<file path="src/wgt_pkg.sv">
// shared constants, types and helpers for the waveform trigger control
`default_nettype none
package wgt_pkg;
	localparam int DW = 16;
	localparam logic [7:0] REG_CTRL   = 8'h00;
	localparam logic [7:0] REG_MODE   = 8'h04;
	localparam logic [7:0] REG_OFFSET = 8'h08;
	localparam logic [7:0] REG_AMASK  = 8'h0c;
	localparam logic [7:0] REG_ASTAT  = 8'h10;
	localparam logic [7:0] REG_DMASK  = 8'h14;
	localparam logic [7:0] REG_DSTAT  = 8'h18;
	localparam logic [7:0] REG_DELAY  = 8'h1c;
	localparam logic [7:0] REG_STATUS = 8'h20;
	localparam logic [7:0] REG_STEP   = 8'h24;
	localparam int CTRL_INIT   = 0;
	localparam int CTRL_ABORT  = 1;
	localparam int CTRL_SWTRIG = 2;
	localparam int CTRL_OUTEN  = 3;
	localparam int MODE_OUT_LSB  = 0;
	localparam int MODE_TRIG_LSB = 4;
	localparam int MODE_SRC_LSB  = 8;
	localparam int MODE_SQUARE   = 12;
	localparam int MODE_LOWEND   = 13;
	localparam int DLY_MARK_LSB  = 0;
	localparam int DLY_START_LSB = 4;
	localparam int DLY_DONE_LSB  = 8;
	localparam logic [3:0] SRC_IMMED   = 4'h0;
	localparam logic [3:0] SRC_FRONT_A = 4'h1;
	localparam logic [3:0] SRC_FRONT_B = 4'h2;
	localparam logic [3:0] SRC_BP0     = 4'h3;
	localparam logic [3:0] SRC_STAR    = 4'hb;
	localparam logic [15:0] OFFSET_RST = 16'h8000;
	localparam logic [15:0] MASK_RST   = 16'hffff;
	localparam logic [15:0] STAT_RST   = 16'h0000;
	localparam logic [15:0] STEP_RST   = 16'h0010;
	localparam logic [11:0] DELAY_RST  = 12'h000;
	localparam logic [15:0] SQ_LOW     = 16'h0000;
	localparam int CLK_NS        = 100;
	localparam int EXP_PULSE_NS  = 150;
	localparam logic [3:0] EXP_PULSE_CYC =
		4'((EXP_PULSE_NS + CLK_NS - 1) / CLK_NS);
	typedef enum logic [2:0] {OM_STD, OM_ARB, OM_SEQ, OM_SCRIPT, OM_FLIST}
		wgt_omode_t;
	typedef enum logic [1:0] {TM_SINGLE, TM_CONT, TM_STEPPED, TM_BURST}
		wgt_tmode_t;
	typedef enum logic [1:0] {ST_IDLE, ST_ARMED, ST_RUN, ST_PAUSE}
		wgt_state_t;
	function automatic logic [15:0] mask_apply(input logic [15:0] wave,
		input logic [15:0] mask, input logic [15:0] stat);
		return (wave & mask) | (stat & ~mask);
	endfunction
	function automatic logic reg_mapped(input logic [7:0] a);
		return (a[1:0] == 2'b00) && (a <= REG_STEP);
	endfunction
endpackage
`default_nettype wire

</file>
<file path="src/wgt_edge_sync.sv">
// two-flop synchroniser and rising edge detector for trigger inputs
`default_nettype none
module wgt_edge_sync #(
	parameter int W = 11
) (
	input  wire logic         clk,
	input  wire logic         rst_n,
	input  wire logic [W-1:0] async_in,
	output logic      [W-1:0] rise
);
	typedef struct packed {
		logic [W-1:0] meta;
		logic [W-1:0] sync;
		logic [W-1:0] prev;
		logic [W-1:0] rise;
	} wgt_es_state_t;
	wgt_es_state_t s;
	wgt_es_state_t n;
	always_comb
	begin
		n = s;
		n.meta = async_in;
		n.sync = s.meta;
		n.prev = s.sync;
		n.rise = s.sync & ~s.prev;
	end
	always_ff @(posedge clk or negedge rst_n)
	begin
		if (!rst_n)
			s <= '0;
		else
			s <= n;
	end
	assign rise = s.rise;
endmodule
`default_nettype wire

</file>
<file path="src/wgt_evt_delay.sv">
// event delay line in whole sample clock periods
`default_nettype none
module wgt_evt_delay #(
	parameter int MAXD = 15
) (
	input  wire logic       clk,
	input  wire logic       rst_n,
	input  wire logic       ev_in,
	input  wire logic [3:0] dly,
	output logic            ev_out
);
	typedef struct packed {
		logic [MAXD-1:0] sr;
		logic            out;
	} wgt_ed_state_t;
	wgt_ed_state_t s;
	wgt_ed_state_t n;
	always_comb
	begin
		n = s;
		n.sr = {s.sr[MAXD-2:0], ev_in};
		if (dly == 4'h0)
			n.out = ev_in;
		else
			n.out = s.sr[dly - 4'h1];
	end
	always_ff @(posedge clk or negedge rst_n)
	begin
		if (!rst_n)
			s <= '0;
		else
			s <= n;
	end
	assign ev_out = s.out;
endmodule
`default_nettype wire

</file>
<file path="src/wgt_ctrl.sv">
// waveform generator abort, trigger, data mask and event delay control
//
// Implementation choices: the placing of the registers and register access over APB.
`default_nettype none
module wgt_ctrl #(
	parameter int MAX_DLY = 15
) (
	input  wire logic        clk,
	input  wire logic        rstn,
	input  wire logic        psel,
	input  wire logic        penable,
	input  wire logic        pwrite,
	input  wire logic [7:0]  paddr,
	input  wire logic [31:0] pwdata,
	output logic      [31:0] prdata,
	output logic             pready,
	output logic             pslverr,
	input  wire logic        front_trigger_in_a,
	input  wire logic        front_trigger_in_b,
	input  wire logic [7:0]  backplane_trigger_lines,
	input  wire logic        star_trigger_in,
	input  wire logic [15:0] wave_sample,
	input  wire logic        wave_marker,
	input  wire logic        wave_last,
	output logic      [15:0] dac_word,
	output logic      [15:0] digital_out,
	output logic             analog_output_enable,
	output logic             gen_run,
	output logic             step_advance,
	output logic             start_trig_out,
	output logic             marker_event,
	output logic             started_event,
	output logic             done_event
);
	typedef struct packed {
		logic                pready;
		logic                pslverr;
		logic [31:0]         prdata;
		wgt_pkg::wgt_omode_t omode;
		wgt_pkg::wgt_tmode_t tmode;
		logic [3:0]          src;
		logic                square;
		logic                lowend;
		logic                outen;
		logic [15:0]         offset;
		logic [15:0]         amask;
		logic [15:0]         astat;
		logic [15:0]         dmask;
		logic [15:0]         dstat;
		logic [11:0]         dly;
		logic [11:0]         dly_act;
		logic [15:0]         step_dur;
		logic [15:0]         step_cnt;
		wgt_pkg::wgt_state_t st;
		logic                imm_req;
		logic                pending;
		logic                aborted;
		logic                start_pend;
		logic [15:0]         dac;
		logic [15:0]         dig;
		logic                run;
		logic                step_adv;
		logic [3:0]          exp_cnt;
		logic                start_out;
	} wgt_ctrl_state_t;

	wgt_ctrl_state_t     s;
	wgt_ctrl_state_t     n;
	logic                rst_meta;
	logic                rst_n;
	logic [10:0]         rise;
	logic                wr_en;
	logic                do_init;
	logic                do_abort;
	logic                do_sw;
	logic                sel_rise;
	logic                trig;
	logic                step_end;
	logic                stream;
	logic                accept;
	logic                ev_mark;
	logic                ev_done;
	logic                abort_hit;
	wgt_pkg::wgt_tmode_t eff_tm;

	// reset released through two flops, asserted at once
	always_ff @(posedge clk or negedge rstn)
	begin
		if (!rstn)
		begin
			rst_meta <= 1'b0;
			rst_n    <= 1'b0;
		end
		else
		begin
			rst_meta <= 1'b1;
			rst_n    <= rst_meta;
		end
	end

	wgt_edge_sync #(
		.W (11)
	) u_trig_sync (
		.clk      (clk),
		.rst_n    (rst_n),
		.async_in ({star_trigger_in, backplane_trigger_lines,
			front_trigger_in_b, front_trigger_in_a}),
		.rise     (rise)
	);

	assign wr_en    = psel & penable & s.pready & pwrite;
	assign do_init  = wr_en & (paddr == wgt_pkg::REG_CTRL)
		& pwdata[wgt_pkg::CTRL_INIT];
	assign do_abort = wr_en & (paddr == wgt_pkg::REG_CTRL)
		& pwdata[wgt_pkg::CTRL_ABORT];
	assign do_sw    = wr_en & (paddr == wgt_pkg::REG_CTRL)
		& pwdata[wgt_pkg::CTRL_SWTRIG];
	// source index less one selects the bit of the synchronised edge vector
	assign sel_rise = (s.src != wgt_pkg::SRC_IMMED)
		&& (s.src <= wgt_pkg::SRC_STAR)
		&& rise[s.src - 4'h1];
	// immediate source: first pulse automatic, later ones by software
	assign trig = (s.src == wgt_pkg::SRC_IMMED) ? (s.imm_req | do_sw)
		: sel_rise;
	// trigger modes only shape arb, sequence and frequency list output
	assign eff_tm = (s.omode == wgt_pkg::OM_ARB
		|| s.omode == wgt_pkg::OM_SEQ || s.omode == wgt_pkg::OM_FLIST)
		? s.tmode : wgt_pkg::TM_CONT;
	assign step_end = (s.omode == wgt_pkg::OM_FLIST)
		? (s.step_cnt == 16'h0000) : wave_last;
	assign stream = (s.st == wgt_pkg::ST_RUN)
		|| (s.st == wgt_pkg::ST_PAUSE && eff_tm == wgt_pkg::TM_BURST);
	assign abort_hit = do_abort && (s.st != wgt_pkg::ST_IDLE);

	always_comb
	begin
		n = s;
		accept = 1'b0;
		ev_done = 1'b0;
		n.step_adv = 1'b0;
		n.imm_req = 1'b0;
		n.start_pend = 1'b0;
		n.pready = psel & ~penable;
		n.pslverr = psel & ~penable & ~wgt_pkg::reg_mapped(paddr);
		if (psel & ~penable)
		begin
			case (paddr)
			wgt_pkg::REG_CTRL:   n.prdata = {28'h0, s.outen, 3'h0};
			wgt_pkg::REG_MODE:   n.prdata = {18'h0, s.lowend, s.square,
				s.src, 2'h0, s.tmode, 1'h0, s.omode};
			wgt_pkg::REG_OFFSET: n.prdata = {16'h0, s.offset};
			wgt_pkg::REG_AMASK:  n.prdata = {16'h0, s.amask};
			wgt_pkg::REG_ASTAT:  n.prdata = {16'h0, s.astat};
			wgt_pkg::REG_DMASK:  n.prdata = {16'h0, s.dmask};
			wgt_pkg::REG_DSTAT:  n.prdata = {16'h0, s.dstat};
			wgt_pkg::REG_DELAY:  n.prdata = {20'h0, s.dly};
			wgt_pkg::REG_STATUS: n.prdata = {28'h0, s.aborted, s.pending,
				s.st};
			wgt_pkg::REG_STEP:   n.prdata = {16'h0, s.step_dur};
			default:             n.prdata = 32'h0000_0000;
			endcase
		end
		if (wr_en)
		begin
			case (paddr)
			wgt_pkg::REG_CTRL:   n.outen = pwdata[wgt_pkg::CTRL_OUTEN];
			wgt_pkg::REG_MODE:
			begin
				n.omode  = wgt_pkg::wgt_omode_t'(pwdata[2:0]);
				n.tmode  = wgt_pkg::wgt_tmode_t'(pwdata[5:4]);
				n.src    = pwdata[11:8];
				n.square = pwdata[wgt_pkg::MODE_SQUARE];
				n.lowend = pwdata[wgt_pkg::MODE_LOWEND];
			end
			wgt_pkg::REG_OFFSET: n.offset = pwdata[15:0];
			wgt_pkg::REG_AMASK:  n.amask = pwdata[15:0];
			wgt_pkg::REG_ASTAT:  n.astat = pwdata[15:0];
			wgt_pkg::REG_DMASK:  n.dmask = pwdata[15:0];
			wgt_pkg::REG_DSTAT:  n.dstat = pwdata[15:0];
			wgt_pkg::REG_DELAY:  n.dly = pwdata[11:0];
			wgt_pkg::REG_STEP:   n.step_dur = pwdata[15:0];
			default:             n.offset = s.offset;
			endcase
		end
		case (s.st)
		wgt_pkg::ST_IDLE:
		begin
			// nothing listens to triggers here
			if (do_init)
			begin
				n.st = wgt_pkg::ST_ARMED;
				n.dly_act = s.dly;
				n.imm_req = (s.src == wgt_pkg::SRC_IMMED);
				n.pending = 1'b0;
				n.aborted = 1'b0;
			end
		end
		wgt_pkg::ST_ARMED:
		begin
			if (trig)
			begin
				accept = 1'b1;
				n.start_pend = 1'b1;
				n.st = wgt_pkg::ST_RUN;
				n.step_cnt = s.step_dur;
				n.step_adv = 1'b1;
			end
		end
		wgt_pkg::ST_RUN:
		begin
			if (s.step_cnt != 16'h0000)
				n.step_cnt = s.step_cnt - 16'h0001;
			if (step_end)
			begin
				case (eff_tm)
				wgt_pkg::TM_SINGLE:
				begin
					n.st = wgt_pkg::ST_IDLE;
					ev_done = 1'b1;
				end
				wgt_pkg::TM_CONT:
				begin
					n.step_cnt = s.step_dur;
					n.step_adv = 1'b1;
				end
				default:
				begin
					if (s.pending | trig)
					begin
						accept = 1'b1;
						n.step_cnt = s.step_dur;
						n.step_adv = 1'b1;
						n.pending = 1'b0;
					end
					else
						n.st = wgt_pkg::ST_PAUSE;
				end
				endcase
			end
			else if (trig && (eff_tm == wgt_pkg::TM_STEPPED
				|| eff_tm == wgt_pkg::TM_BURST))
				n.pending = 1'b1;
		end
		wgt_pkg::ST_PAUSE:
		begin
			if (trig)
			begin
				accept = 1'b1;
				n.st = wgt_pkg::ST_RUN;
				n.step_cnt = s.step_dur;
				n.step_adv = 1'b1;
			end
		end
		default: n.st = wgt_pkg::ST_IDLE;
		endcase
		// abort beats any trigger seen in the same cycle
		if (abort_hit)
		begin
			accept = 1'b0;
			ev_done = 1'b1;
			n.start_pend = 1'b0;
			n.step_adv = 1'b0;
			n.st = wgt_pkg::ST_IDLE;
			n.aborted = 1'b1;
			n.pending = 1'b0;
		end
		// two cycles after accept, two periods wide covers the minimum width
		n.exp_cnt = accept ? wgt_pkg::EXP_PULSE_CYC
			: (s.exp_cnt != 4'h0) ? s.exp_cnt - 4'h1 : 4'h0;
		n.start_out = (s.exp_cnt != 4'h0);
		n.run = (n.st == wgt_pkg::ST_RUN) || (n.st == wgt_pkg::ST_PAUSE
			&& eff_tm == wgt_pkg::TM_BURST);
		ev_mark = stream & wave_marker;
		if (abort_hit)
		begin
			if (s.omode == wgt_pkg::OM_STD && s.square && s.lowend)
				n.dac = wgt_pkg::SQ_LOW;
			else if (s.omode == wgt_pkg::OM_STD
				|| s.omode == wgt_pkg::OM_FLIST)
				n.dac = s.offset;
			else
				n.dac = s.dac;
		end
		else if (stream)
		begin
			n.dac = wgt_pkg::mask_apply(wave_sample, s.amask,
				s.astat);
			n.dig = wgt_pkg::mask_apply(wave_sample, s.dmask,
				s.dstat);
		end
		else if (s.st == wgt_pkg::ST_PAUSE && s.omode == wgt_pkg::OM_FLIST)
			n.dac = s.offset;
	end

	always_ff @(posedge clk or negedge rst_n)
	begin
		if (!rst_n)
		begin
			s          <= '0;
			s.offset   <= wgt_pkg::OFFSET_RST;
			s.amask    <= wgt_pkg::MASK_RST;
			s.astat    <= wgt_pkg::STAT_RST;
			s.dmask    <= wgt_pkg::MASK_RST;
			s.dstat    <= wgt_pkg::STAT_RST;
			s.dly      <= wgt_pkg::DELAY_RST;
			s.dly_act  <= wgt_pkg::DELAY_RST;
			s.step_dur <= wgt_pkg::STEP_RST;
		end
		else
			s <= n;
	end

	// one delay line per event, one terminal each, so it sets the phase
	wgt_evt_delay #(.MAXD (MAX_DLY)) u_dly_mark (
		.clk    (clk),
		.rst_n  (rst_n),
		.ev_in  (ev_mark),
		.dly    (s.dly_act[3:0]),
		.ev_out (marker_event)
	);
	wgt_evt_delay #(.MAXD (MAX_DLY)) u_dly_start (
		.clk    (clk),
		.rst_n  (rst_n),
		.ev_in  (s.start_pend),
		.dly    (s.dly_act[7:4]),
		.ev_out (started_event)
	);
	wgt_evt_delay #(.MAXD (MAX_DLY)) u_dly_done (
		.clk    (clk),
		.rst_n  (rst_n),
		.ev_in  (ev_done),
		.dly    (s.dly_act[11:8]),
		.ev_out (done_event)
	);

	assign prdata               = s.prdata;
	assign pready               = s.pready;
	assign pslverr              = s.pslverr;
	assign dac_word             = s.dac;
	assign digital_out          = s.dig;
	assign analog_output_enable = s.outen;
	assign gen_run              = s.run;
	assign step_advance         = s.step_adv;
	assign start_trig_out       = s.start_out;
endmodule
`default_nettype wire

</file>
<file path="config.mk">
export PLATFORM = sky130hd
export DESIGN_NAME = wgt_ctrl
export DESIGN_NICKNAME = d
export VERILOG_FILES = /design/src/wgt_pkg.sv /design/src/wgt_edge_sync.sv /design/src/wgt_evt_delay.sv /design/src/wgt_ctrl.sv
export SDC_FILE = /design/constraint.sdc
export NUM_CORES = 1
export LEC_CHECK = 0
export ABC_AREA = 1
export BUFFER_PORTS_ARGS = -buffer_cell sky130_fd_sc_hd__buf_2
export CELL_PAD_IN_SITES_DETAIL_PLACEMENT = 0
export CELL_PAD_IN_SITES_GLOBAL_PLACEMENT = 1
export CORE_ASPECT_RATIO = 1.25
export CORE_MARGIN = 2
export CORE_UTILIZATION = 45
export CTS_CLUSTER_DIAMETER = 30
export DETAILED_ROUTE_END_ITERATION = 16
export PLACE_DENSITY_LB_ADDON = 0.1
export SYNTH_ARGS = -nofsm -noshare
export SYNTH_HDL_FRONTEND = slang
export SYNTH_HIERARCHICAL = 1
export SYNTH_SLANG_ARGS = --single-unit
</file>
<file path="constraint.sdc">
create_clock -name clk -period 12.1 [get_ports clk]
set_input_delay 0.605 -clock clk [delete_from_list [all_inputs] [get_ports clk]]
set_output_delay 0.605 -clock clk [all_outputs]
set_load 0.1 [all_outputs]
</file>
==> results of run 1 <==
report_power, final:
part           total (µW)  switching [µW]  internal, µW
clock network        1870             602          1270
logic                 562             444           119
registers            1170            73.0          1100
total                3610            1120          2490
state kept, by name, summed over array words and instances (netlist names), 11 cells and up:
| signal | count |
|---|---|
| s | 157 |
| u_trig_sync/n | 22 |
| dac_word | 16 |
| digital_out | 16 |
| prdata | 16 |
| u_dly_done/n | 14 |
| u_dly_mark/n | 14 |
| u_dly_start/n | 14 |
| u_trig_sync/rise | 11 |
| u_trig_sync/s | 11 |
cell usage in the layout, fill, tap and decap left out, types with 13 or more instances in the layout:
cell and n:
sky130_fd_sc_hd__inv_1 171, sky130_fd_sc_hd__a21oi_1 64, sky130_fd_sc_hd__buf_2 114, sky130_fd_sc_hd__dfrtp_1 270
sky130_fd_sc_hd__o22ai_1 13, sky130_fd_sc_hd__nand2_1 417, sky130_fd_sc_hd__clkbuf_16 68, sky130_fd_sc_hd__a221oi_1 20
sky130_fd_sc_hd__a22oi_1 15, sky130_fd_sc_hd__conb_1 17, sky130_fd_sc_hd__nor2_1 103, sky130_fd_sc_hd__nor2_2 14
sky130_fd_sc_hd__nand4_1 28, sky130_fd_sc_hd__o21ai_0 160, sky130_fd_sc_hd__nand3_1 70, sky130_fd_sc_hd__dfstp_2 34
metal layers:
layer | routed length [µm] | up-vias | GRT usage (%)
li1 | - | 5400 | -
met1 | 17100 | 5425 | 32.4
met2 | 18700 | 328 | 38.7
met3 | 2410 | 53 | 5.15
met4 | 977 | 0 | 8.55
met5 | 0 | - | 0
final cells by class:
| cell class | count | share of cell area (%) |
|---|---|---|
| inverters | 178 | 3.95 |
| multi-input cells | 1035 | 30.3 |
| flip-flops and latches | 305 | 45.1 |
| clock buffers | 78 | 10.6 |
| clock inverters | 44 | 3.17 |
| well taps | 412 | 3.03 |
| repair buffers | 122 | 3.79 |
kinds of logic after synthesis:
| logic type | synth area share, % |
|---|---|
| AOI/OAI and AO/OA | 12.8 |
| xor gates and xnor gates | 0.791 |
| adders and majority gates | 0.869 |
| buffers and inverters | 11.1 |
| DFF | 53.3 |
| muxes | 0.591 |
| other | 0.0522 |
| and+or+nand+nor | 20.4 |
cells in the mapped netlist, drive strengths merged:
cell type | n | share of area, %
nand3b | 4 | 0.21
xor2 | 11 | 0.67
clkinv | 2 | 0.052
mux2i | 4 | 0.28
nor3 | 10 | 0.42
dfrtp | 271 | 47
mux2 | 4 | 0.31
clkbuf | 30 | 0.78
xnor2 | 2 | 0.12
a21oi | 65 | 2.3
nand2 | 427 | 11
dfstp | 34 | 6.2
conb | 2 | 0.052
o2111ai | 3 | 0.18
or2 | 4 | 0.17
o21ai | 179 | 6.5
o22ai | 14 | 0.70
a21o | 6 | 0.31
a31oi | 8 | 0.50
a22oi | 16 | 0.87
inv | 176 | 4.6
o221ai | 1 | 0.061
buf | 104 | 5.7
o211ai | 1 | 0.052
nand3 | 76 | 3.0
nand4 | 29 | 1.3
a221oi | 20 | 1.2
nor2 | 122 | 3.8
ha | 10 | 0.87
nor4 | 2 | 0.087
final timing paths:
| kind | from | endpoint | slack (ns) | cells past startpoint |
|---|---|---|---|---|
| max | paddr[6] | s[138]$_DFFE_PN0P_ | 9.20 | 8 |
| min | backplane_trigger_lines[5] | u_trig_sync/n[29]$_DFF_PN0_ | 0.15 | 1 |
| max reg2reg | s[45]$_DFFE_PN0P_ | u_dly_done/ev_out$_DFF_PN0_ | 9.26 | 10 |
| min reg2reg | u_trig_sync/n[26]$_DFF_PN0_ | u_trig_sync/n[15]$_DFF_PN0_ | 0.34 | 0 |
| max in group asynchronous | rst_n$_DFF_PN0_ | u_dly_start/n[8]$_DFF_PN0_ | 9.34 | 2 |
| min in group asynchronous | rstn | rst_n$_DFF_PN0_ | 0.37 | 2 |
critical path, stage by stage:
cell and delay (ns):
sky130_fd_sc_hd__buf_2 0.10, sky130_fd_sc_hd__nor2_2 0.15, sky130_fd_sc_hd__nand2_1 0.09, sky130_fd_sc_hd__nor2_1 0.22, sky130_fd_sc_hd__nand2_1 0.49, sky130_fd_sc_hd__inv_1 0.45, sky130_fd_sc_hd__nand2_1 0.77, sky130_fd_sc_hd__o21ai_0 0.45
metrics by stage:
step / util [%] / hold WS, ns / std cells / total power, µW
2_1_floorplan: - / 0.309 / 1652 / 1690
3_3_place_gp: 46.3 / 0.334 / 2051 / 1750
3_5_place_dp: 46.3 / 0.335 / 2051 / 1750
4_1_cts: 53.7 / 0.130 / 2174 / 3650
5_1_grt: 53.7 / 0.134 / 2174 / 3760
6_report: 53.7 / 0.148 / 2174 / 3610
what timing repair did:
action / in CTS / in global routing
hold buffers: 1 / 0
setup buffers: 0 / 0
endpoints found under the hold margin: 2 / 0
endpoints found under the setup margin: 0 / 0
==> qor.tcl, run 1 <==
set qor(slew_margin_rel_pct) 21.0
set qor(multi_input_comb_area_mm2) 0.00517
set qor(grt_first_pass_wirelength_mm) 61.7
set qor(synth-seq-cells) 305
set qor(n_antenna_cell) 0
set qor(criticalPathCategory) {primary input to flip-flop}
set qor(rsz0062_at_grt) {false}
set qor(placement.cell_area_mm2) 0.0147
set qor(worst_setup_path_start_kind) {primary input}
set qor(coreArea_mm2) 0.0317
set qor(grt_start_max_net_pins) 170
set qor(post_synth_num_cell_types) 53
set qor(filler_cell_count) 2990
set qor(syn_inst) 1637
set qor(report.final.slew_viol_count) 0
set qor(layout-area-overhead-vs-synth_pct) 18.3
set qor(grt_pass1_vias) 10900
set qor(run_status) {complete, no violations}
set qor(synthesis.area_mm2) 0.0144
set qor(die_area_mm2) 0.0334
set qor(final_layout_size_suffix_gt1_share_pct) 19.1
set qor(place_ws_ns) 8.66
set qor(fin_setup_tns_ns) 0
set qor(total_leakage_power_uw) 0.00818
set qor(synth.yosys.seq_area_share_pct) 53.3
set qor(tritoncts.num_buffers) 67
set qor(chipHeight_um) 204
set qor(route.detailed.wl_per_inst_um) 18.0
set qor(post-dp-hpwl_mm) 26.4
set qor(finalClockSkew_ns) 0.0193
set qor(clock_tree.root_cell) {sky130_fd_sc_hd__clkbuf_16}
set qor(finish.net_count) 1793
set qor(gp_routability_congestion) 0.843
set qor(post-route-worst-setup-slack_ns) 9.20
set qor(finalHoldViolCount) 0
set qor(gr-usage-all-layers_pct) 24.1
set qor(grt-ovfl-total) 0
set qor(cap_violations) 0
set qor(die-width_um) 164
set qor(detail_route.wirelength_mm) 39.1
set qor(drt_iter0_markers) 827
set qor(setup_violations) 0
set qor(post_drt_via_cell_ratio) 5.15
set qor(critical_path.endpoint_type) {flip-flop}
set qor(route.vias.total) 11200
set qor(stdcell_area_mm2) 0.0170
set qor(worstPathMaxFanout) 32
set qor(seqCellArea_mm2) 0.00768
set qor(ioPinCount) 147
set qor(worst_skew_pair.late_latency_ns) 0.56
set qor(number_of_iterations_in_the_first_detailed_routing_pass) 5
set qor(cts.path.max_buffers) 3
set qor(port_buffers) 114
set qor(fin_crit_ns) 2.90
set qor(vdd_ir_drop_max_mv) 0.204
set qor(rows) 73
set qor(max_clock_freq_mhz) 345
set qor(floorplan.initialDensity_pct) 45.4
set qor(worst-endpoint-required_ns) 12.54
set qor(min-delay-path-class) {primary input to flip-flop}
set qor(antenna_left) 0
set qor(final_worst_path_period_share_pct) 24.0
set qor(cts.htree.levels) 3
set qor(antenna_violations_before_repair) 0
set qor(cts_num_sinks) 305
set qor(drc) 0
set qor(post_synth.cell_area_avg_um2) 8.79
set qor(power.density_cell_area_mw_per_mm2) 212
set qor(post_cts_resized) 0
set qor(path_clk_slew_ns) 0.06
set qor(cts_tree) {done}
set qor(worst-slew-pin-transition_ns) 1.18
set qor(critical_path_arrival_ns) 3.34
set qor(ys.warnings.count) 6
No activity file was read; power rests on OpenSTA's default activity.
==> run 2, diff against run 1 <==
--- a/config.mk
+++ b/config.mk
@@ -5,13 +5,13 @@
 export SDC_FILE = /design/constraint.sdc
 export NUM_CORES = 1
 export LEC_CHECK = 0
-export ABC_AREA = 1
+export ABC_AREA = 0
 export BUFFER_PORTS_ARGS = -buffer_cell sky130_fd_sc_hd__buf_2
 export CELL_PAD_IN_SITES_DETAIL_PLACEMENT = 0
 export CELL_PAD_IN_SITES_GLOBAL_PLACEMENT = 1
 export CORE_ASPECT_RATIO = 1.25
 export CORE_MARGIN = 2
-export CORE_UTILIZATION = 45
+export CORE_UTILIZATION = 48
 export CTS_CLUSTER_DIAMETER = 30
 export DETAILED_ROUTE_END_ITERATION = 16
 export PLACE_DENSITY_LB_ADDON = 0.1
==> constraint.sdc (replaced) <==
create_clock -name clk -period 2.83 [get_ports clk]
set_input_delay 0.1415 -clock clk [delete_from_list [all_inputs] [get_ports clk]]
set_output_delay 0.1415 -clock clk [all_outputs]
set_load 0.1 [all_outputs]
==> run 2 against run 1 <==
Flip-flop and latch count is the same. Sequential power rose to 3.8 times the previous value. Die area is 9.3% lower. Clock power increased to 3.6 times the previous value. Global-route usage down 0.22 points. Hold slack worse by 0.089 ns. Cell area rose by 0.93%. Synthesized cell count is 33% lower. Final cell count down 23%. Combinational power is 19% lower. Clock skew shrank 0.0013 ns. Setup slack got worse by 9.0 ns. Largest cell class unchanged. Largest power group unchanged.
==> qor.tcl, run 2 <==
set qor(run_status) {complete, no violations}
set qor(min-delay-path-class) {primary input to flip-flop}
set qor(gp_routability_congestion) 0.842 ;# about the same
set qor(critical_path.endpoint_type) {flip-flop}
set qor(max_clock_freq_mhz) 387
set qor(synth_top_cells_by_count) {271 x sky130_fd_sc_hd__dfrtp_1, 155 x sky130_fd_sc_hd__mux2_2, 76 x sky130_fd_sc_hd__buf_4, 70 x sky130_fd_sc_hd__nor2_1, 52 x sky130_fd_sc_hd__a21oi_1}
set qor(finalHoldViolCount) 0 ;# unchanged
set qor(post_synth.cell_area_avg_um2) 12.6 ;# +43%
set qor(clock_tree.root_cell) {sky130_fd_sc_hd__clkbuf_16}
set qor(async_reset_ff_share_pct) 100 ;# unchanged
set qor(rows) 69 ;# -5.5%
set qor(worst_setup_path_endpoint) {s[49]$_DFFE_PN0P_}
set qor(syn_inst) 1104 ;# -33%
set qor(rrSetupSlack_ns) 0.24 ;# -9.02 ns
set qor(cts_post_setup_buffers_inserted) 0 ;# unchanged
set qor(worst-endpoint-required_ns) 3.28 ;# -9.26 ns
set qor(final_layout_size_suffix_gt1_share_pct) 37.9 ;# +19 points
set qor(placement.cell_area_mm2) 0.0147 ;# +0.37%
set qor(worst-slew-pin-transition_ns) 0.976 ;# -0.206 ns
set qor(ioPinCount) 147 ;# unchanged
set qor(layout_common_cells) {270 x sky130_fd_sc_hd__dfrtp_1, 155 x sky130_fd_sc_hd__mux2_2, 114 x sky130_fd_sc_hd__buf_2}
set qor(vdd_ir_drop_max_mv) 0.527 ;# +160%
set qor(rsz0062_at_grt) {false}
set qor(grt_pass1_vias) 9742 ;# -11%
set qor(antenna_left) 0 ;# unchanged
set qor(antenna_violations_before_repair) 1 ;# +1
set qor(coreArea_mm2) 0.0285 ;# -10%
set qor(critical_path_arrival_ns) 3.04 ;# -0.30 ns
set qor(report.final.slew_viol_count) 0 ;# unchanged
set qor(finish.net_count) 1358 ;# -24%
set qor(synth_area_leaders) {sky130_fd_sc_hd__dfrtp_1 49%, sky130_fd_sc_hd__mux2_2 13%, sky130_fd_sc_hd__dfstp_2 6.4%}
set qor(layout-area-overhead-vs-synth_pct) 23.8
set qor(layout.core_utilization_pct) 60.3 ;# +6.6 points
set qor(critical_path.reg2reg.startpoint) {s[185]$_DFFE_PN0P_}
set qor(detail_route.wirelength_mm) 35.6 ;# -9.0%
set qor(place_ws_ns) 0.0239 ;# -8.63 ns
set qor(route.vias.total) 9442 ;# -16%
set qor(worst_setup_path_start_kind) {flip-flop}
set qor(cap_violations) 0 ;# unchanged
set qor(number_of_iterations_in_the_first_detailed_routing_pass) 5 ;# unchanged
set qor(worst_skew_pair.late_latency_ns) 0.57 ;# about the same
set qor(die_area_mm2) 0.0303 ;# -9.3%
set qor(layout.cells.most_common) {sky130_fd_sc_hd__dfrtp_1}
set qor(yosys.cell_count.top_type) {sky130_fd_sc_hd__dfrtp_1}
set qor(power.density_cell_area_mw_per_mm2) 682 ;# +220%
set qor(total_leakage_power_uw) 0.00816 ;# -0.23%
set qor(filler_cell_count) 2351 ;# -21%
set qor(synth.yosys.seq_area_share_pct) 55.3 ;# +1.9 points
set qor(cts_tree) {done}
set qor(synth_top_area_share_pct) 48.8 ;# +1.7 points
set qor(number_of_flops_mapped_to_enable_cells_by_yosys) 0 ;# unchanged
set qor(port_buffers) 114 ;# unchanged
set qor(gr-usage-all-layers_pct) 23.9 ;# -0.22 points
set qor(criticalPathCategory) {flip-flop to flip-flop}
set qor(grt_start_max_net_pins) 55 ;# -68%
set qor(largest_reg_by_ff_count) {s}
set qor(synth-main-ff-cell) {sky130_fd_sc_hd__dfrtp_1}
set qor(drt_iter0_markers) 564 ;# -32%
set qor(worstPathMaxFanout) 7 ;# -78%
set qor(crit_start) {s[185]$_DFFE_PN0P_}
set qor(route.detailed.wl_per_inst_um) 21.2 ;# +18%
set qor(finalClockSkew_ns) 0.0179 ;# -0.00135 ns
set qor(largest_reg_flops) 157 ;# unchanged
set qor(slew_margin_rel_pct) 34.9 ;# +14 points
set qor(multi_input_comb_area_mm2) 0.00542 ;# +4.9%
set qor(floorplan.initialDensity_pct) 48.7 ;# +3.3 points
set qor(setup_violations) 0 ;# unchanged
set qor(tritoncts.num_buffers) 55 ;# -18%
set qor(synthesis.area_mm2) 0.0139 ;# -3.5%
set qor(post-dp-hpwl_mm) 24.5 ;# -7.3%
set qor(post_synth_num_cell_types) 78 ;# +47%
set qor(drc) 0 ;# unchanged
set qor(synth-seq-cells) 305 ;# unchanged
set qor(n_antenna_cell) 0 ;# unchanged
set qor(path_clk_slew_ns) 0.06 ;# about the same
set qor(yosys.area.top_type) {sky130_fd_sc_hd__dfrtp_1}
set qor(ys.warnings.count) 6 ;# unchanged
set qor(cts.path.max_buffers) 3 ;# unchanged
set qor(post-route-worst-setup-slack_ns) 0.243 ;# -8.96 ns
set qor(final_worst_path_period_share_pct) 91.4
set qor(post_drt_via_cell_ratio) 5.63 ;# +9.3%
set qor(grt-ovfl-total) 0 ;# unchanged
set qor(die-width_um) 156 ;# -4.8%
set qor(cts_num_sinks) 305 ;# unchanged
set qor(cts.htree.levels) 2 ;# -1
set qor(stdcell_area_mm2) 0.0172 ;# +0.93%
set qor(fin_crit_ns) 2.59
set qor(grt_first_pass_wirelength_mm) 55.5 ;# -9.9%
set qor(seqCellArea_mm2) 0.00768 ;# unchanged
set qor(crit-reg2reg-capture) {s[49]$_DFFE_PN0P_}
set qor(worstRegToRegCells) 9 ;# -1
set qor(chipHeight_um) 194 ;# -4.8%
[run 2: changes by cell type after synthesis, moves of 17 or more]
cell / delta
sky130_fd_sc_hd__mux2i_1: +23
sky130_fd_sc_hd__mux2_2: +151
sky130_fd_sc_hd__o21ai_0: -144
sky130_fd_sc_hd__inv_1: -146
sky130_fd_sc_hd__nand4_1: -20
sky130_fd_sc_hd__nand2_1: -376
sky130_fd_sc_hd__a22oi_1: +17
sky130_fd_sc_hd__nor2_1: -33
sky130_fd_sc_hd__nand3_1: -60
[run 2: final cells by class]
| cell class | count | area share (%) |
|---|---|---|
| inverter | 25 | 0.546 |
| clock buffer | 66 | 8.55 |
| tap | 355 | 2.58 |
| multi-input combinational | 665 | 31.5 |
| timing repair buffer | 222 | 9.32 |
| sequential | 305 | 44.7 |
| clock inverter | 38 | 2.78 |
[run 2: worst min path at each step]
stage	from	end	slack, ns	depth (start not counted)
after global placement	rstn	rst_meta$_DFF_PN0_	-0.07	1
final	wave_sample[11]	digital_out[11]$_DFFE_PN0P_	0.06	3
after detailed placement	rstn	rst_n$_DFF_PN0_	-0.07	1
after floorplan	rstn	rst_meta$_DFF_PN0_	-0.15	0
after CTS	wave_sample[11]	digital_out[11]$_DFFE_PN0P_	0.01	3
after global routing	wave_sample[11]	digital_out[11]$_DFFE_PN0P_	0.07	3
[run 2: cell families after synthesis]
kind of cell,count (synthesis),synth area share (%)
compound gates,217,11.4
xor+xnor,13,0.820
fa+ha+maj,10,0.901
buf+inv,149,6.46
flops,305,55.3
mux,191,16.2
other cells,2,0.0541
simple gates,217,8.90
[run 2: worst max-delay path, stage by stage, from the launching register on]
cell and delay (ns):
sky130_fd_sc_hd__dfrtp_1 0.34, sky130_fd_sc_hd__inv_1 0.08, sky130_fd_sc_hd__ha_4 0.33, sky130_fd_sc_hd__mux2i_1 0.27, sky130_fd_sc_hd__a22oi_1 0.13, sky130_fd_sc_hd__a311o_1 0.40
sky130_fd_sc_hd__nand3_2 0.17, sky130_fd_sc_hd__a31oi_2 0.18, sky130_fd_sc_hd__o31a_1 0.33, sky130_fd_sc_hd__o221a_2 0.24
[run 2: power by group]
part	switching, µW	leakage (µW)	internal (µW)
sequential	62.1	0.00400	4430
combinational	299	0.00321	156
clock	2370	0.000947	4410
total	2730	0.00816	8990
[run 2: repair_timing]
action | 4_1_cts | 5_1_grt
cloned | 0 | 0
hold buffers | 48 | 0
resized for setup | 1 | 5
endpoints found under the hold margin | 143 | 0
endpoints found under the setup margin | 1 | 9
[run 2: metal layers]
layer  track usage, %  vias to the layer above  wire, µm
li1                 -                     4327         -
met4             8.87                        2      1120
met1             31.0                     4801     15300
met3             4.11                       78      1450
met2             40.2                      234     17700
met5                0                        -        13
[run 2: metrics by stage]
| stage | hold slack, ns | total power [µW] | TNS (ns) | instances |
|---|---|---|---|---|
| after detailed placement | -0.0682 | 4970 | 0 | 1524 |
| after CTS | 0.0144 | 11800 | 0 | 1676 |
| after floorplan | -0.154 | 4830 | -49.51 | 1119 |
| final | 0.0592 | 11700 | 0 | 1676 |
| after global placement | -0.0733 | 4960 | 0 | 1524 |
| after global routing | 0.0681 | 12100 | 0 | 1676 |
==> run 3, diff against run 2 <==
--- a/config.mk
+++ b/config.mk
@@ -9,7 +9,7 @@
 export BUFFER_PORTS_ARGS = -buffer_cell sky130_fd_sc_hd__buf_2
 export CELL_PAD_IN_SITES_DETAIL_PLACEMENT = 0
 export CELL_PAD_IN_SITES_GLOBAL_PLACEMENT = 1
-export CORE_ASPECT_RATIO = 1.25
+export CORE_ASPECT_RATIO = 0.75
 export CORE_MARGIN = 2
 export CORE_UTILIZATION = 48
 export CTS_CLUSTER_DIAMETER = 30
==> run 3 against run 2 <==
Via count barely moved. Cell area fell by 1.4%. Sequential share of layout area rose by 0.65 points. Power fell by 3.6%. Die area barely moved. Sequential power barely moved. Register-to-register slack got worse by 0.06 ns. Clock skew rose by 0.0088 ns. Setup slack got worse by 0.058 ns. Critical path depth rose by 2. Critical path type unchanged. Largest cell class unchanged.
==> qor.tcl, run 3 (synthesis gave the netlist of run 2 again) <==
set qor(share_clk_of_total_power_pct) 56.2 ;# -1.6 points
set qor(setup_violations) 0 ;# unchanged
set qor(largest_reg_by_ff_count) {s}
set qor(finalNonFillerCells) 1684 ;# +0.48%
set qor(power.density_cell_area_mw_per_mm2) 667 ;# -2.2%
set qor(grt_pass1_vias) 9626 ;# -1.2%
set qor(detail_route.wirelength_mm) 35.7 ;# +0.26%
set qor(coreArea_mm2) 0.0282 ;# -0.84%
set qor(worst-endpoint-required_ns) 3.25 ;# -0.03 ns
set qor(cts_post_setup_buffers_inserted) 0 ;# unchanged
set qor(critical_path.endpoint_type) {flip-flop}
set qor(grt-ovfl-total) 0 ;# unchanged
set qor(path_clk_slew_ns) 0.05 ;# about the same
set qor(p_seq_share_pct) 39.7 ;# +1.4 points
set qor(rrSetupSlack_ns) 0.18 ;# -0.06 ns
set qor(finalClockSkew_ns) 0.0267 ;# +0.00879 ns
set qor(layout.core_utilization_pct) 60.0 ;# -0.36 points
set qor(cpLargestDelayFamily) {compound AO/OA/AOI/OAI gates}
set qor(layout.cells.most_common) {sky130_fd_sc_hd__dfrtp_1}
set qor(antenna_left) 0 ;# unchanged
set qor(power.net_switching_uw) 2520 ;# -7.8%
set qor(grt_first_pass_wirelength_mm) 55.9 ;# +0.69%
set qor(netSwitchingFraction_pct) 22.3 ;# -1.0 points
set qor(grt_start_max_net_pins) 58 ;# +5.5%
set qor(antenna_violations_before_repair) 2 ;# +1
set qor(tritoncts.num_buffers) 52 ;# -5.5%
set qor(finalHoldWorstSlack_ns) 0.129 ;# +0.0698 ns
set qor(port_buffers) 114 ;# unchanged
set qor(max_clock_freq_mhz) 378 ;# -2.2%
set qor(final_worst_path_period_share_pct) 93.5 ;# +2.1 points
set qor(floorplan.initialDensity_pct) 49.2 ;# +0.41 points
set qor(post_drt_via_cell_ratio) 5.61 ;# -0.42%
set qor(finish.net_count) 1341 ;# -1.3%
set qor(min_from) {wave_last}
set qor(post-dp-hpwl_mm) 23.9 ;# -2.5%
set qor(rows) 53 ;# -23%
set qor(cap_violations) 0 ;# unchanged
set qor(critical_path.slowest_cell) {sky130_fd_sc_hd__dfrtp_1}
set qor(crit_start) {s[184]$_DFFE_PN0P_}
set qor(cts_tree) {done}
set qor(number_of_iterations_in_the_first_detailed_routing_pass) 5 ;# unchanged
set qor(power.combinational.fraction_pct) 4.0 ;# about the same
set qor(clock_tree.root_cell) {sky130_fd_sc_hd__clkbuf_16}
set qor(critical_path.reg2reg.startpoint) {s[184]$_DFFE_PN0P_}
set qor(post-place-cells) 1540 ;# +1.0%
set qor(critical_path_arrival_ns) 3.06 ;# +0.02 ns
set qor(cts.path.max_buffers) 3 ;# unchanged
set qor(seqCellArea_mm2) 0.00768 ;# unchanged
set qor(final_layout_size_suffix_gt1_share_pct) 36.5 ;# -1.4 points
set qor(worst-path-buf-inv) 3 ;# +2
set qor(chipHeight_um) 151 ;# -22%
set qor(worst_path_most_repeated_cell) {sky130_fd_sc_hd__buf_4}
set qor(route.vias.total) 9447 ;# +0.053%
set qor(worstPathCellList) {inv_1, ha_4, mux2i_1, a311o_1, o21ai_1, buf_4, and4b_1, a221o_1, buf_4, a32oi_1, o21ai_0}
set qor(die_area_mm2) 0.0303 ;# about the same
set qor(report.final.slew_viol_count) 0 ;# unchanged
set qor(largest_reg_flops) 157 ;# unchanged
set qor(ioPinCount) 147 ;# unchanged
set qor(multi_input_comb_area_mm2) 0.00541 ;# -0.28%
set qor(route.detailed.wl_per_inst_um) 21.2 ;# -0.22%
set qor(layout_common_cells) {270 x sky130_fd_sc_hd__dfrtp_1, 155 x sky130_fd_sc_hd__mux2_2, 114 x sky130_fd_sc_hd__buf_2}
set qor(run_status) {complete, no violations}
set qor(drt_iter0_markers) 625 ;# +11%
set qor(gr-usage-all-layers_pct) 24.0 ;# +0.12 points
set qor(worstPathMaxFanout) 7 ;# unchanged
set qor(cts_num_sinks) 305 ;# unchanged
set qor(worst_setup_path_start_kind) {flip-flop}
set qor(layout-area-overhead-vs-synth_pct) 22.0
set qor(filler_cell_count) 2370 ;# +0.81%
set qor(fin_setup_tns_ns) 0 ;# unchanged
set qor(min-delay-path-class) {primary input to flip-flop}
set qor(drc) 0 ;# unchanged
set qor(gp_routability_congestion) 0.834 ;# -1.0%
set qor(worst-slew-pin-transition_ns) 0.725 ;# -0.251 ns
set qor(fin_crit_ns) 2.65 ;# +0.0582 ns
set qor(worst_skew_pair.late_latency_ns) 0.56 ;# about the same
set qor(internal_power_uw) 8780 ;# -2.4%
set qor(die-width_um) 200 ;# +28%
set qor(vdd_ir_drop_max_mv) 0.499 ;# -5.3%
set qor(n_antenna_cell) 0 ;# unchanged
set qor(post-layout-total-power_uw) 11300 ;# -3.6%
set qor(slew_margin_rel_pct) 51.5 ;# +17 points
set qor(rsz0062_at_grt) {false}
set qor(finalHoldViolCount) 0 ;# unchanged
set qor(total_leakage_power_uw) 0.00800 ;# -1.9%
set qor(cp_slowest_stage_delay_ns) 0.37 ;# -0.03 ns
set qor(cts.htree.levels) 2 ;# unchanged
set qor(criticalPathCategory) {flip-flop to flip-flop}
-- run 3: what timing repair did --
action	CTS	global route
hold endpoints to repair	147	0
gates resized for setup	0	5
hold buffers	48	0
setup endpoints to repair	0	21
-- run 3: power by group through the flow --
stage	Combinational, µW	Sequential, µW	Clock (µW)
after floorplan	229	4600	0
after global placement	406	4550	0
after detailed placement	407	4550	0
after CTS	459	4490	6460
after global routing	497	4490	6680
final	457	4490	6350
-- run 3: final cells by class --
class | count | share of cell area (%)
sequential | 305 | 45.3
multi-input combinational | 665 | 31.9
timing repair buffer | 208 | 8.83
clock buffer | 67 | 8.43
tap | 385 | 2.84
clock inverter | 29 | 2.09
inverter | 25 | 0.554
-- run 3: metrics by stage --
stage / instance area (µm²) / setup slack (ns)
floorplan: 13900 / -0.184
global placement: 14700 / 0.0593
detailed placement: 14700 / 0.0244
CTS: 16900 / 0.0131
global route: 16900 / 0.0488
finish: 16900 / 0.185
-- run 3: worst paths after layout --
path | endpoint | cells past startpoint
worst min register to register | s[45]$_DFFE_PN0P_ | 0
worst max-delay path | s[60]$_DFFE_PN0P_ | 11
worst max register to register | s[60]$_DFFE_PN0P_ | 11
min in group asynchronous | s[45]$_DFFE_PN0P_ | 0
max in group asynchronous | s[154]$_DFFE_PN1P_ | 1
worst min-delay path | s[41]$_DFFE_PN0P_ | 5
-- run 3: layer usage --
metal  GRT usage, %  up-vias  part of all wire (%)
li1               -     4283                     -
met1           35.0     4866                    48
met2           37.3      250                    45
met3           4.52       46                   5.1
met4           5.85        2                   1.4
met5              0        -                 0.022
-- run 3: worst reg2reg max path, cell delays in order, from the launching register on --
cell and delay [ns]:
sky130_fd_sc_hd__dfrtp_1 0.37, sky130_fd_sc_hd__inv_1 0.12, sky130_fd_sc_hd__ha_4 0.25, sky130_fd_sc_hd__mux2i_1 0.16
sky130_fd_sc_hd__a311o_1 0.33, sky130_fd_sc_hd__o21ai_1 0.14, sky130_fd_sc_hd__buf_4 0.17, sky130_fd_sc_hd__and4b_1 0.19
sky130_fd_sc_hd__a221o_1 0.32, sky130_fd_sc_hd__buf_4 0.18, sky130_fd_sc_hd__a32oi_1 0.19, sky130_fd_sc_hd__o21ai_0 0.10
